`src/logic/bus_mode_pkg.sv`:
```
// Package with mode encodings, register offsets, field positions and reset values.
`default_nettype none
package bus_mode_pkg;
    // Operating modes as sampled from mode_select_hi, mode_select_lo and a test strap.
    typedef enum logic [2:0] {
        MODE_SPECIAL_SINGLE = 3'h0,
        MODE_SPECIAL_NARROW = 3'h1,
        MODE_SPECIAL_TEST   = 3'h2,
        MODE_SPECIAL_WIDE   = 3'h3,
        MODE_NORMAL_SINGLE  = 3'h4,
        MODE_NORMAL_NARROW  = 3'h5,
        MODE_EMULATE_NARROW = 3'h6,
        MODE_NORMAL_WIDE    = 3'h7
    } op_mode_t;

    // Word-aligned byte offsets of the registers.
    localparam logic [3:0] OFS_MODE      = 4'h0;
    localparam logic [3:0] OFS_PORT_E_AS = 4'h4;
    localparam logic [3:0] OFS_BUS_CTRL  = 4'h8;
    localparam logic [3:0] OFS_STATUS    = 4'hC;

    // Mode register fields.
    localparam int MODE_LSB    = 5;
    localparam int MODE_VIS    = 3;
    // Port E assignment fields.
    localparam int PEA_ECLK_DIS = 7;
    localparam int PEA_PIPE     = 5;
    localparam int PEA_LOW_BYTE_STROBE    = 3;
    localparam int PEA_RDW      = 2;
    // Bus interface control fields.
    localparam int BIC_STRETCH  = 0;
    // Status fields.
    localparam int ST_LOCK      = 3;
    localparam int ST_BDM       = 4;

    localparam logic [7:0] PEA_RESET_TEST = 8'h0C;
    localparam logic [7:0] PEA_RESET_EXP  = 8'h2C;
    localparam logic [7:0] PEA_RESET_SGL  = 8'h00;
endpackage : bus_mode_pkg
`default_nettype wire

```
`src/logic/bus_port_mode_setup.sv`:
```
// Mode-dependent reset setup and pin configuration of the external bus interface.
// Contract
// - Normal modes protect controls; special modes open them. Bus control stays writable in every mode.
// - Special single-chip: debug state active after reset.
// - Port E bit 1: input or maskable request.
// - Port E bit 0: input or non-maskable request.
// - Reset sets bus stretch in every mode.
// - Port E bits 6,5 sample mode during reset.
// - Normal single-chip: Ports A, B, E general I/O; here Port E bit 4 still drives the E clock from reset.
// - Port E 1,0 input with pull; others pulled inputs.
// - Normal single-chip: Ports A, B unpulled inputs.
// - Single-chip: no pipe, strobe, read/write functions.
// - Single-chip: those enables reset zero, writes ineffective.
// - Normal single-chip: mode register written once.
// - Port E bit 4 drives E clock when enabled.
// - Port E enables reset per mode; test sets 3:2.
`default_nettype none
module bus_port_mode_setup #(
    parameter int ECLK_DIV = 2
) (
    input  wire logic        clk_sys_i,
    input  wire logic        rst_n_i,
    input  wire logic        test_strap_i,
    input  wire logic        wb_cyc_i,
    input  wire logic        wb_stb_i,
    input  wire logic        wb_we_i,
    input  wire logic [3:0]  wb_adr_i,
    input  wire logic [3:0]  wb_sel_i,
    input  wire logic [31:0] wb_dat_i,
    output logic      [31:0] wb_dat_o,
    output logic             wb_ack_o,
    input  wire logic [7:0]  port_e_pin_i,
    output logic      [7:0]  port_e_out_o,
    output logic      [7:0]  port_e_oe_n_o,
    output logic      [7:0]  port_e_pull_o,
    output logic             port_ab_pull_o,
    output logic             port_ab_bus_o,
    output logic             background_debug_state_o,
    output logic             maskable_irq_n_o,
    output logic             nonmaskable_irq_input_n_o,
    input  wire logic        port_e_dir_i,
    input  wire logic [7:0]  port_e_data_i,
    input  wire logic        rw_n_i,
    input  wire logic        low_byte_strobe_n_i,
    input  wire logic [1:0]  pipe_status_i
);
    // Pin synchronisers; the first stage feeds only the second.
    logic [7:0] pin_meta;
    logic [7:0] pin_sync;
    logic       strap_meta;
    logic       strap_sync;

    // The synchronisers keep running through reset. Clearing them would hand the mode
    // capture zeros instead of the strap levels at the first edge after release.
    always_ff @(posedge clk_sys_i) begin
        pin_meta   <= port_e_pin_i;
        pin_sync   <= pin_meta;
        strap_meta <= test_strap_i;
        strap_sync <= strap_meta;
    end

    // Mode strap capture: held open while the startup flag is low, frozen after.
    logic                 started;
    bus_mode_pkg::op_mode_t mode;
    // The test strap forces a special mode; without it mode_select_hi high picks a normal one, low a special one.
    wire bus_mode_pkg::op_mode_t strap_mode =
        bus_mode_pkg::op_mode_t'({~strap_sync & pin_sync[6], strap_sync, pin_sync[5]});
    wire strap_single = (strap_mode == bus_mode_pkg::MODE_NORMAL_SINGLE) ||
                        (strap_mode == bus_mode_pkg::MODE_SPECIAL_SINGLE);
    wire strap_test   = (strap_mode == bus_mode_pkg::MODE_SPECIAL_TEST);

    wire is_special = ~mode[2];
    wire is_single  = (mode == bus_mode_pkg::MODE_NORMAL_SINGLE) ||
                      (mode == bus_mode_pkg::MODE_SPECIAL_SINGLE);
    wire is_test    = (mode == bus_mode_pkg::MODE_SPECIAL_TEST);

    // Bus decode.
    wire req        = wb_cyc_i & wb_stb_i & ~wb_ack_o;
    wire wr         = req & wb_we_i & wb_sel_i[0];
    wire wr_mode    = wr & (wb_adr_i == bus_mode_pkg::OFS_MODE);
    wire wr_pea     = wr & (wb_adr_i == bus_mode_pkg::OFS_PORT_E_AS);
    wire wr_bic     = wr & (wb_adr_i == bus_mode_pkg::OFS_BUS_CTRL);

    logic       mode_locked;
    logic [7:0] port_e_assign;
    logic [7:0] bus_interface_control;

    // Normal single-chip allows one mode write; special modes always allow it.
    wire mode_wr_ok = wr_mode & (is_special | ((mode == bus_mode_pkg::MODE_NORMAL_SINGLE) &
                                               ~mode_locked));
    wire [2:0] wr_mode_val = wb_dat_i[bus_mode_pkg::MODE_LSB +: 3];
    // Normal modes may only move into modes with bit 2 set, normal single-chip included.
    wire [2:0] next_mode = is_special ? wr_mode_val : {1'b1, wr_mode_val[1:0]};
    logic       visibility;

    // Reset value of the Port E assignment depends on the mode being sampled, not on
    // the mode register, which still holds its reset value at the capture edge.
    wire [7:0] pea_reset = strap_test   ? bus_mode_pkg::PEA_RESET_TEST :
                           strap_single ? bus_mode_pkg::PEA_RESET_SGL :
                                       bus_mode_pkg::PEA_RESET_EXP;

    // Mode capture and one-time lock. Capture runs in the first cycle after reset release,
    // so the pins are sampled while the reset state is still in force.
    always_ff @(posedge clk_sys_i or negedge rst_n_i) begin
        if (!rst_n_i) begin
            started     <= 1'b0;
            mode        <= bus_mode_pkg::MODE_NORMAL_SINGLE;
            mode_locked <= 1'b0;
            visibility  <= 1'b0;
        end else if (!started) begin
            started <= 1'b1;
            mode    <= strap_mode;
        end else if (mode_wr_ok) begin
            mode        <= bus_mode_pkg::op_mode_t'(next_mode);
            visibility  <= wb_dat_i[bus_mode_pkg::MODE_VIS];
            mode_locked <= 1'b1;
        end
    end

    // Port E assignment and bus control registers.
    always_ff @(posedge clk_sys_i or negedge rst_n_i) begin
        if (!rst_n_i) begin
            port_e_assign         <= 8'h00;
            bus_interface_control <= 8'h01;
        end else if (!started) begin
            port_e_assign <= pea_reset;
        end else begin
            if (wr_pea && is_special)
                port_e_assign <= wb_dat_i[7:0];
            else if (wr_pea)
                port_e_assign[bus_mode_pkg::PEA_ECLK_DIS] <=
                    wb_dat_i[bus_mode_pkg::PEA_ECLK_DIS];
            if (wr_bic)
                bus_interface_control <= wb_dat_i[7:0];
        end
    end

    // Bus answer: one wait-free cycle, unmapped reads return zero.
    wire [7:0] status_word = {3'h0, background_debug_state_o, mode_locked, mode};
    wire [7:0] rd_mux = (wb_adr_i == bus_mode_pkg::OFS_MODE)      ?
                            {mode, 1'b0, visibility, 3'h0} :
                        (wb_adr_i == bus_mode_pkg::OFS_PORT_E_AS) ? port_e_assign :
                        (wb_adr_i == bus_mode_pkg::OFS_BUS_CTRL)  ? bus_interface_control :
                        (wb_adr_i == bus_mode_pkg::OFS_STATUS)    ? status_word : 8'h00;

    always_ff @(posedge clk_sys_i or negedge rst_n_i) begin
        if (!rst_n_i) begin
            wb_ack_o <= 1'b0;
            wb_dat_o <= 32'h0000_0000;
        end else begin
            wb_ack_o <= req;
            wb_dat_o <= req ? {24'h00_0000, rd_mux} : 32'h0000_0000;
        end
    end

    // Debug state starts active only in special single-chip mode.
    always_ff @(posedge clk_sys_i or negedge rst_n_i) begin
        if (!rst_n_i)
            background_debug_state_o <= 1'b0;
        else if (!started)
            background_debug_state_o <= (strap_mode == bus_mode_pkg::MODE_SPECIAL_SINGLE);
    end

    // E clock divider; a free-running square wave from the system clock.
    logic [7:0] eclk_cnt;
    logic       eclk;
    always_ff @(posedge clk_sys_i or negedge rst_n_i) begin
        if (!rst_n_i) begin
            eclk_cnt <= 8'h00;
            eclk     <= 1'b0;
        end else if (eclk_cnt == 8'(ECLK_DIV - 1)) begin
            eclk_cnt <= 8'h00;
            eclk     <= ~eclk;
        end else begin
            eclk_cnt <= eclk_cnt + 8'h01;
        end
    end

    // Pipe, strobe and read/write functions are blocked in single-chip modes whatever the bits say; the E clock is not.
    wire pipe_en  = port_e_assign[bus_mode_pkg::PEA_PIPE]  & ~is_single & started;
    wire low_byte_strobe_en = port_e_assign[bus_mode_pkg::PEA_LOW_BYTE_STROBE] & ~is_single & started;
    wire rdw_en   = port_e_assign[bus_mode_pkg::PEA_RDW]   & ~is_single & started;
    wire eclk_en  = ~port_e_assign[bus_mode_pkg::PEA_ECLK_DIS] & started;

    // Per-pin drive: alternate function, or general output when the port says so.
    wire [7:0] alt_en  = {1'b0, pipe_en, pipe_en, eclk_en, low_byte_strobe_en, rdw_en, 2'b00};
    wire [7:0] alt_val = {1'b0, pipe_status_i, eclk, low_byte_strobe_n_i, rw_n_i, 2'b00};
    // Bits 1:0 are input only; bits 6:5 stay inputs until the mode has been sampled.
    wire [7:0] gp_drive = {port_e_dir_i & started, {2{port_e_dir_i & started}},
                           {3{port_e_dir_i}}, 2'b00};
    wire [7:0] drive   = alt_en | gp_drive;

    assign port_e_out_o  = (alt_en & alt_val) | (~alt_en & port_e_data_i);
    assign port_e_oe_n_o = ~drive;
    // Mode pins 6 and 5 float unpulled while the straps are being sampled.
    assign port_e_pull_o = ~drive & {1'b1, started ? 2'b11 : 2'b00, 5'h1F};
    assign port_ab_bus_o  = ~is_single & started;
    assign port_ab_pull_o = 1'b0;
    assign maskable_irq_n_o         = pin_sync[1];
    assign nonmaskable_irq_input_n_o = pin_sync[0];
endmodule : bus_port_mode_setup
`default_nettype wire

```
`config.mk`:
```
export PLATFORM = sky130hd
export DESIGN_NAME = bus_port_mode_setup
export DESIGN_NICKNAME = d
export VERILOG_FILES = /design/src/logic/bus_mode_pkg.sv /design/src/logic/bus_port_mode_setup.sv
export SDC_FILE = /design/constraint.sdc
export NUM_CORES = 1
export LEC_CHECK = 0
export BUFFER_PORTS_ARGS = -buffer_cell sky130_fd_sc_hd__buf_2
export CELL_PAD_IN_SITES_DETAIL_PLACEMENT = 0
export CELL_PAD_IN_SITES_GLOBAL_PLACEMENT = 1
export CORE_MARGIN = 2
export CORE_UTILIZATION = 30
export DETAILED_ROUTE_END_ITERATION = 12
export PLACE_DENSITY = 0.84
export SYNTH_ARGS = -nofsm -noshare
export SYNTH_HDL_FRONTEND = slang
export SYNTH_SLANG_ARGS = --single-unit
```
`constraint.sdc`:
```
create_clock -name clk_sys_i -period 1.7 [get_ports clk_sys_i]
set_input_delay 0.255 -clock clk_sys_i [delete_from_list [all_inputs] [get_ports clk_sys_i]]
set_output_delay 0.255 -clock clk_sys_i [all_outputs]
set_load 0.005 [all_outputs]
```
Word-level counts from Yosys, hierarchy flattened
Cells that the tools add are included.
{ "word_totals": {"word_cells": 85, "reg_bits": 57, "output_inout_bits": 62} }
{ "classes": {"n_eq_ne": 10, "mux": 16, "n_bitwise": 34, "reduce_logical": 8, "n_addsub": 1} }
{ "ops": {"columns": ["op", "count"], "rows": [
  ["8-bit two-way mux", 6],
  ["1-bit AND", 19],
  ["8-bit AND", 2],
  ["7-bit by 8-bit OR with 8-bit output", 2],
  ["6-bit two-way mux", 2],
  ["3-bit two-way mux", 3],
  ["8-bit by 1-bit adder with 8-bit output (second input constant)", 1],
  ["4-bit equality test (second input constant)", 2],
  ["8-bit by 1-bit equality test with 1-bit output (second input constant)", 1],
  ["7-bit NOT with 8-bit output", 1],
  ["8-bit NOT", 1],
  ["7-bit AND", 1],
  ["7-bit two-way mux", 1],
  ["1-bit NOT", 7],
  ["3-bit equality test (second input constant)", 2],
  ["3-bit zero test", 2],
  ["5-bit two-way mux", 1],
  ["4-bit by 3-bit equality test with 1-bit output (second input constant)", 1],
  ["4-bit zero test", 1],
  ["2-bit by 1-bit inequality test with 1-bit output (second input constant)", 2],
  ["2-bit AND reduction", 2],
  ["3-bit by 2-bit equality test with 1-bit output (second input constant)", 1],
  ["3-bit by 1-bit inequality test with 1-bit output (second input constant)", 1],
  ["1-bit logical OR", 2],
  ["4 further kinds", 5]
]} }

Longest topological paths before layout
{ "logic_depth": {"word_depth": 8, "mapped_depth": 5, "ltp_nobuf": 5} }

Least setup slack after synthesis
No wires, ideal clock.
{ "synth_timing": {"path_kind": "input to register", "start": "in wb_adr_i[1]", "end": "reg visibility", "arrival_ns": 1.490, "required_time_ns": 1.575, "stages": 3, "slack_ns": 0.084, "path_buffers": 0, "path_cell_list": "or4_4 > nor4_4 > mux2_4"} }
{ "synth_between": {"elab_chain_cells": 4} }
{ "synth_lines": {"columns": ["element", "line", "text"], "rows": [
  ["from (decl)", "bus_port_mode_setup.sv:27", "input wire logic [3:0] wb_adr_i,"],
  ["4-bit zero test", "bus_port_mode_setup.sv:80", "wire wr_mode = wr & (wb_adr_i == bus_mode_pkg::OFS_MODE);"],
  ["1-bit AND", "bus_port_mode_setup.sv:80", null],
  ["1-bit AND", "bus_port_mode_setup.sv:89", "wire mode_wr_ok = wr_mode & (is_special | ((mode == bus_mode_pkg::MODE_NORMAL_SINGLE) &"],
  ["2-bit AND reduction (no line)", null, null],
  ["to (signal assigned)", "bus_port_mode_setup.sv:115", "visibility <= wb_dat_i[bus_mode_pkg::MODE_VIS];"],
  ["to (decl)", "bus_port_mode_setup.sv:94", "logic visibility;"]
]} }
Every way passes these cells.
A chain may end at the register's enable or synchronous reset.

Worst setup path after layout
{ "layout_timing": {"start": "reg mode[0]", "end": "out port_e_out_o[6]"} }
{ "layout_between": {"elab_chain_cells": 8} }
{ "layout_lines": {"columns": ["element", "line", "text"], "rows": [
  ["from (decl)", "bus_port_mode_setup.sv:64", "bus_mode_pkg::op_mode_t mode;"],
  ["from (signal assigned)", "bus_port_mode_setup.sv:107", "mode <= bus_mode_pkg::MODE_NORMAL_SINGLE;"],
  ["from (signal assigned)", "bus_port_mode_setup.sv:112", "mode <= strap_mode;"],
  ["from (signal assigned)", "bus_port_mode_setup.sv:114", "mode <= bus_mode_pkg::op_mode_t'(next_mode);"],
  ["3-bit equality test / 3-bit zero test (equally long branches)", "bus_port_mode_setup.sv:73, bus_port_mode_setup.sv:74", null],
  ["1-bit logical OR (*)", "bus_port_mode_setup.sv:73", "wire is_single = (mode == bus_mode_pkg::MODE_NORMAL_SINGLE) ||"],
  ["1-bit NOT (*)", "bus_port_mode_setup.sv:180", "wire pipe_en = port_e_assign[bus_mode_pkg::PEA_PIPE] & ~is_single & started;"],
  ["1-bit AND (*) (2 in a row)", "bus_port_mode_setup.sv:180", null],
  ["7-bit NOT with 8-bit output", "bus_port_mode_setup.sv:193", "assign port_e_out_o = (alt_en & alt_val) | (~alt_en & port_e_data_i);"],
  ["8-bit AND", "bus_port_mode_setup.sv:193", null],
  ["7-bit by 8-bit OR with 8-bit output (*)", "bus_port_mode_setup.sv:193", null],
  ["to (decl)", "bus_port_mode_setup.sv:33", "output logic [7:0] port_e_out_o,"]
]} }
Every way passes the cells marked *; elsewhere a longest branch is shown, timed or not.

==> out/qor.yml <==
floorplan:
  ios: 129
  die_y_microns: 94.9
  die_x_microns: 94.9
  fp.dieArea_sq_um: 9000
  core_area_sq_um: 8090
  fp-row-count: 33
  start_util_pct: 30.6
cts:
  cts_max_level: 2
  cts_tree: "built"
  clk_pin_slew_ps: 90
  clockBufferDepth: 2
  cts-buffers-inserted: 5
  clk_latency_ps: 300
  cts.sinks: 51
  cts_root_buffer: "clkbuf_8"
pwr:
  p_switching_mw: 0.572
  pwr-share-clk_pct: 29.5
  swShare_pct: 25.2
  powerDensity_nw_per_um2: 741
  peakVddDrop_mv: 0.381
  p_comb_share_pct: 14.0
  internal-power_mw: 1.70
  p_seq_share_pct: 56.5
  cellLeakagePower_nw: 1.50
routing:
  firstDrtPassIters: 4
  ant_nets: 0
  initialDrtViolationCount: 55
  num_vias: 1734
  drt-wirelength-per-cell_microns: 13.3
  remaining_drc_errors: 0
  routed_via_density: 4.36
  postRouteWirelength_microns: 5280
final_layout:
  syn_to_final_growth_pct: 23.9
  layout-drive-gt1-share_pct: 43.7
  num-fill-cells: 830
  final_util_pct: 37.9
  final_area_sq_um: 3070
  diodes: 0
  finalNonFillerCells: 398
  nNetsFinal: 361
placement:
  io_buffer_count: 62
  dp_hpwl_microns: 3840
  gp_congestion: 0.769
  place_area_sq_um: 2840
  post-place-cells: 384
timing:
  setup_viol_count_final: 0
  slew_headroom_pct: 65.0
  fin_crit_ps: 1690
  maxClockFrequency_mhz: 592
  timing.final.hold_violations: 0
  fin_crit_sh_pct: 99.4
  rsz0062_at_grt: "true"
  slew_violations: 0
  worst_pin_slew_ps: 525
  worst_hold_slack_ps: 9.07
  clock_skew_ps: 5.49
global_route:
  grt_antenna_before_repair: 0
  grt_pass1_vias: 1669
  grt_first_pass_wirelength_microns: 8220
  globalRouteOverflowTotal: 0
  grtUsageTotal_pct: 12.0
  grt_max_degree: 42
yosys:
  synth_flop_cell: "dfrtp_1"
  synth_seq_area_share_pct: 49.6
  synth.yosys.warnings: 0
  synth_area_per_cell_sq_um: 11.3
  synth.area.top_cells: "dfrtp_1 39%, buf_4 12%, dfxtp_1 8.1%, mux2_2 7.7%, mux2i_1 3.2%"
  synth_edf_count: 0
  yosysTopAreaCell: "dfrtp_1"
  synth_top_area_share_pct: 39.4
  ys_ff_latch: 51
  postSynthCellCount: 219
  synth.distinct_cells: 42
  syn_area_sq_um: 2480
  ys_async_sr_fraction_pct: 80.4
flow_run:
  drv_cap: 0
setup_path:
  critPathRequiredTime_ps: 1440
  cp_max_fo: 4
  startpoint_type: "flip-flop"
  critPathKind: "flip-flop to output port"
  worstPathArrival_ps: 1430
  endpoint_kind: "output port"
min_path:
  hp-class: "input pin to async pin"
outcome:
  status: "finished, final reports clean"
[routing by layer]
layer	GRT usage, %	routed length (microns)	vias to the layer above
met5	0	0	-
met4	3.50	46	0
met3	3.27	357	7
met2	19.7	2580	57
met1	15.3	2290	839
li1	-	-	831
[cells by family after synthesis]
| kind of cell | Yosys count | synth area share, % |
|---|---|---|
| adders and majority gates | 2 | 1.01 |
| muxes | 27 | 12.5 |
| xor gates and xnor gates | 7 | 2.47 |
| and+or+nand+nor | 59 | 14.6 |
| DFF | 51 | 49.6 |
| other | 2 | 0.303 |
| AOI/OAI and AO/OA | 23 | 6.31 |
| buffers and inverters | 48 | 13.2 |
[synth_stat cells (2+ instances only)]
cell type / number
buf_4: 39
dfrtp_1: 39
mux2_2: 17
nor2_1: 14
nor2b_1: 12
dfxtp_1: 10
a21oi_1: 8
mux2i_1: 8
nand2_1: 7
nand3_1: 5
xnor2_1: 5
clkbuf_1: 4
inv_1: 4
nand2b_1: 4
a2111oi_0: 3
a22oi_1: 3
and3_1: 3
o21ai_0: 3
conb_1: 2
dfstp_2: 2
ha_1: 2
nor4_4: 2
nor4b_1: 2
o41ai_1: 2
xor2_1: 2
[per-stage QoR]
| step | setup TNS [ps] | total power, mW | setup WS (ps) |
|---|---|---|---|
| global route | -221 | 2.40 | -49.4 |
| global placement | -21.4 | 1.57 | -21.4 |
| detailed placement | -160 | 1.58 | -65.1 |
| CTS | -22.8 | 2.29 | -9.23 |
| floorplan | 0 | 1.49 | 84.4 |
| finish | 0 | 2.27 | 10.5 |
[cell usage in the layout (no fill, tap or decap), drive strengths merged, types with 4 or more instances in the layout]
cell type and n:
nand2b 4, buf 82, nand3 5, mux2i 8, dfrtp 39, nor2 14
a21oi 8, nand2 7, inv 4, conb 30, mux2 18, xnor2 5
nor2b 12, dfxtp 10, clkbuf 6
[registers in the layout, indices dropped and copies added (netlist names)]
signal	flops
mode	3
strap_meta	1
eclk_cnt	8
started	1
visibility	1
strap_sync	1
eclk	1
wb_dat_o	8
mode_locked	1
bus_interface_control	8
port_e_assign	8
pin_meta	4
pin_sync	4
wb_ack_o	1
background_debug_state_o	1
[critical path, cell delays in order, from the launching register on]
cell	delay [ps]
dfrtp_1	400
o21a_4	240
nand2_4	70
mux2_4	300
buf_6	120
[worst paths after layout]
path                               from                       end  slack (ps)  cells after the start
max in group asynchronous       rst_n_i                   started        1310                      2
min                             rst_n_i               wb_dat_o[3]           9                      2
min in group clk_sys_i     test_strap_i                strap_meta          50                      1
min reg2reg                 pin_meta[6]               pin_sync[6]         340                      0
max                             mode[0]           port_e_out_o[6]          10                      4
max reg2reg                     started  bus_interface_control[1]          90                      6
[area by class of cell]
cell class	instances	area, sq um	share of cell area [%]
flip-flops and latches	51	1230	40.1
multi-input cells	148	1100	36.0
repair buffers	82	502	16.3
well taps	105	131	4.28
clock buffers	6	72.6	2.36
inverters	4	15.0	0.489
clock inverters	2	12.5	0.408
[power groups by stage]
stage               Sequential, mW  Clock [mW]  Combinational [mW]
floorplan                     1.30           0               0.195
global placement              1.31           0               0.262
detailed placement            1.31           0               0.266
CTS                           1.28       0.700               0.308
global route                  1.29       0.759               0.352
finish                        1.28       0.671               0.319
[repair_timing]
action	4_1_cts	5_1_grt
gates resized for setup	17	11
hold buffers	0	0
setup endpoints to repair	11	19
pin swaps	6	4
buffers inserted	6	0
(Power assumes the default switching activity.)
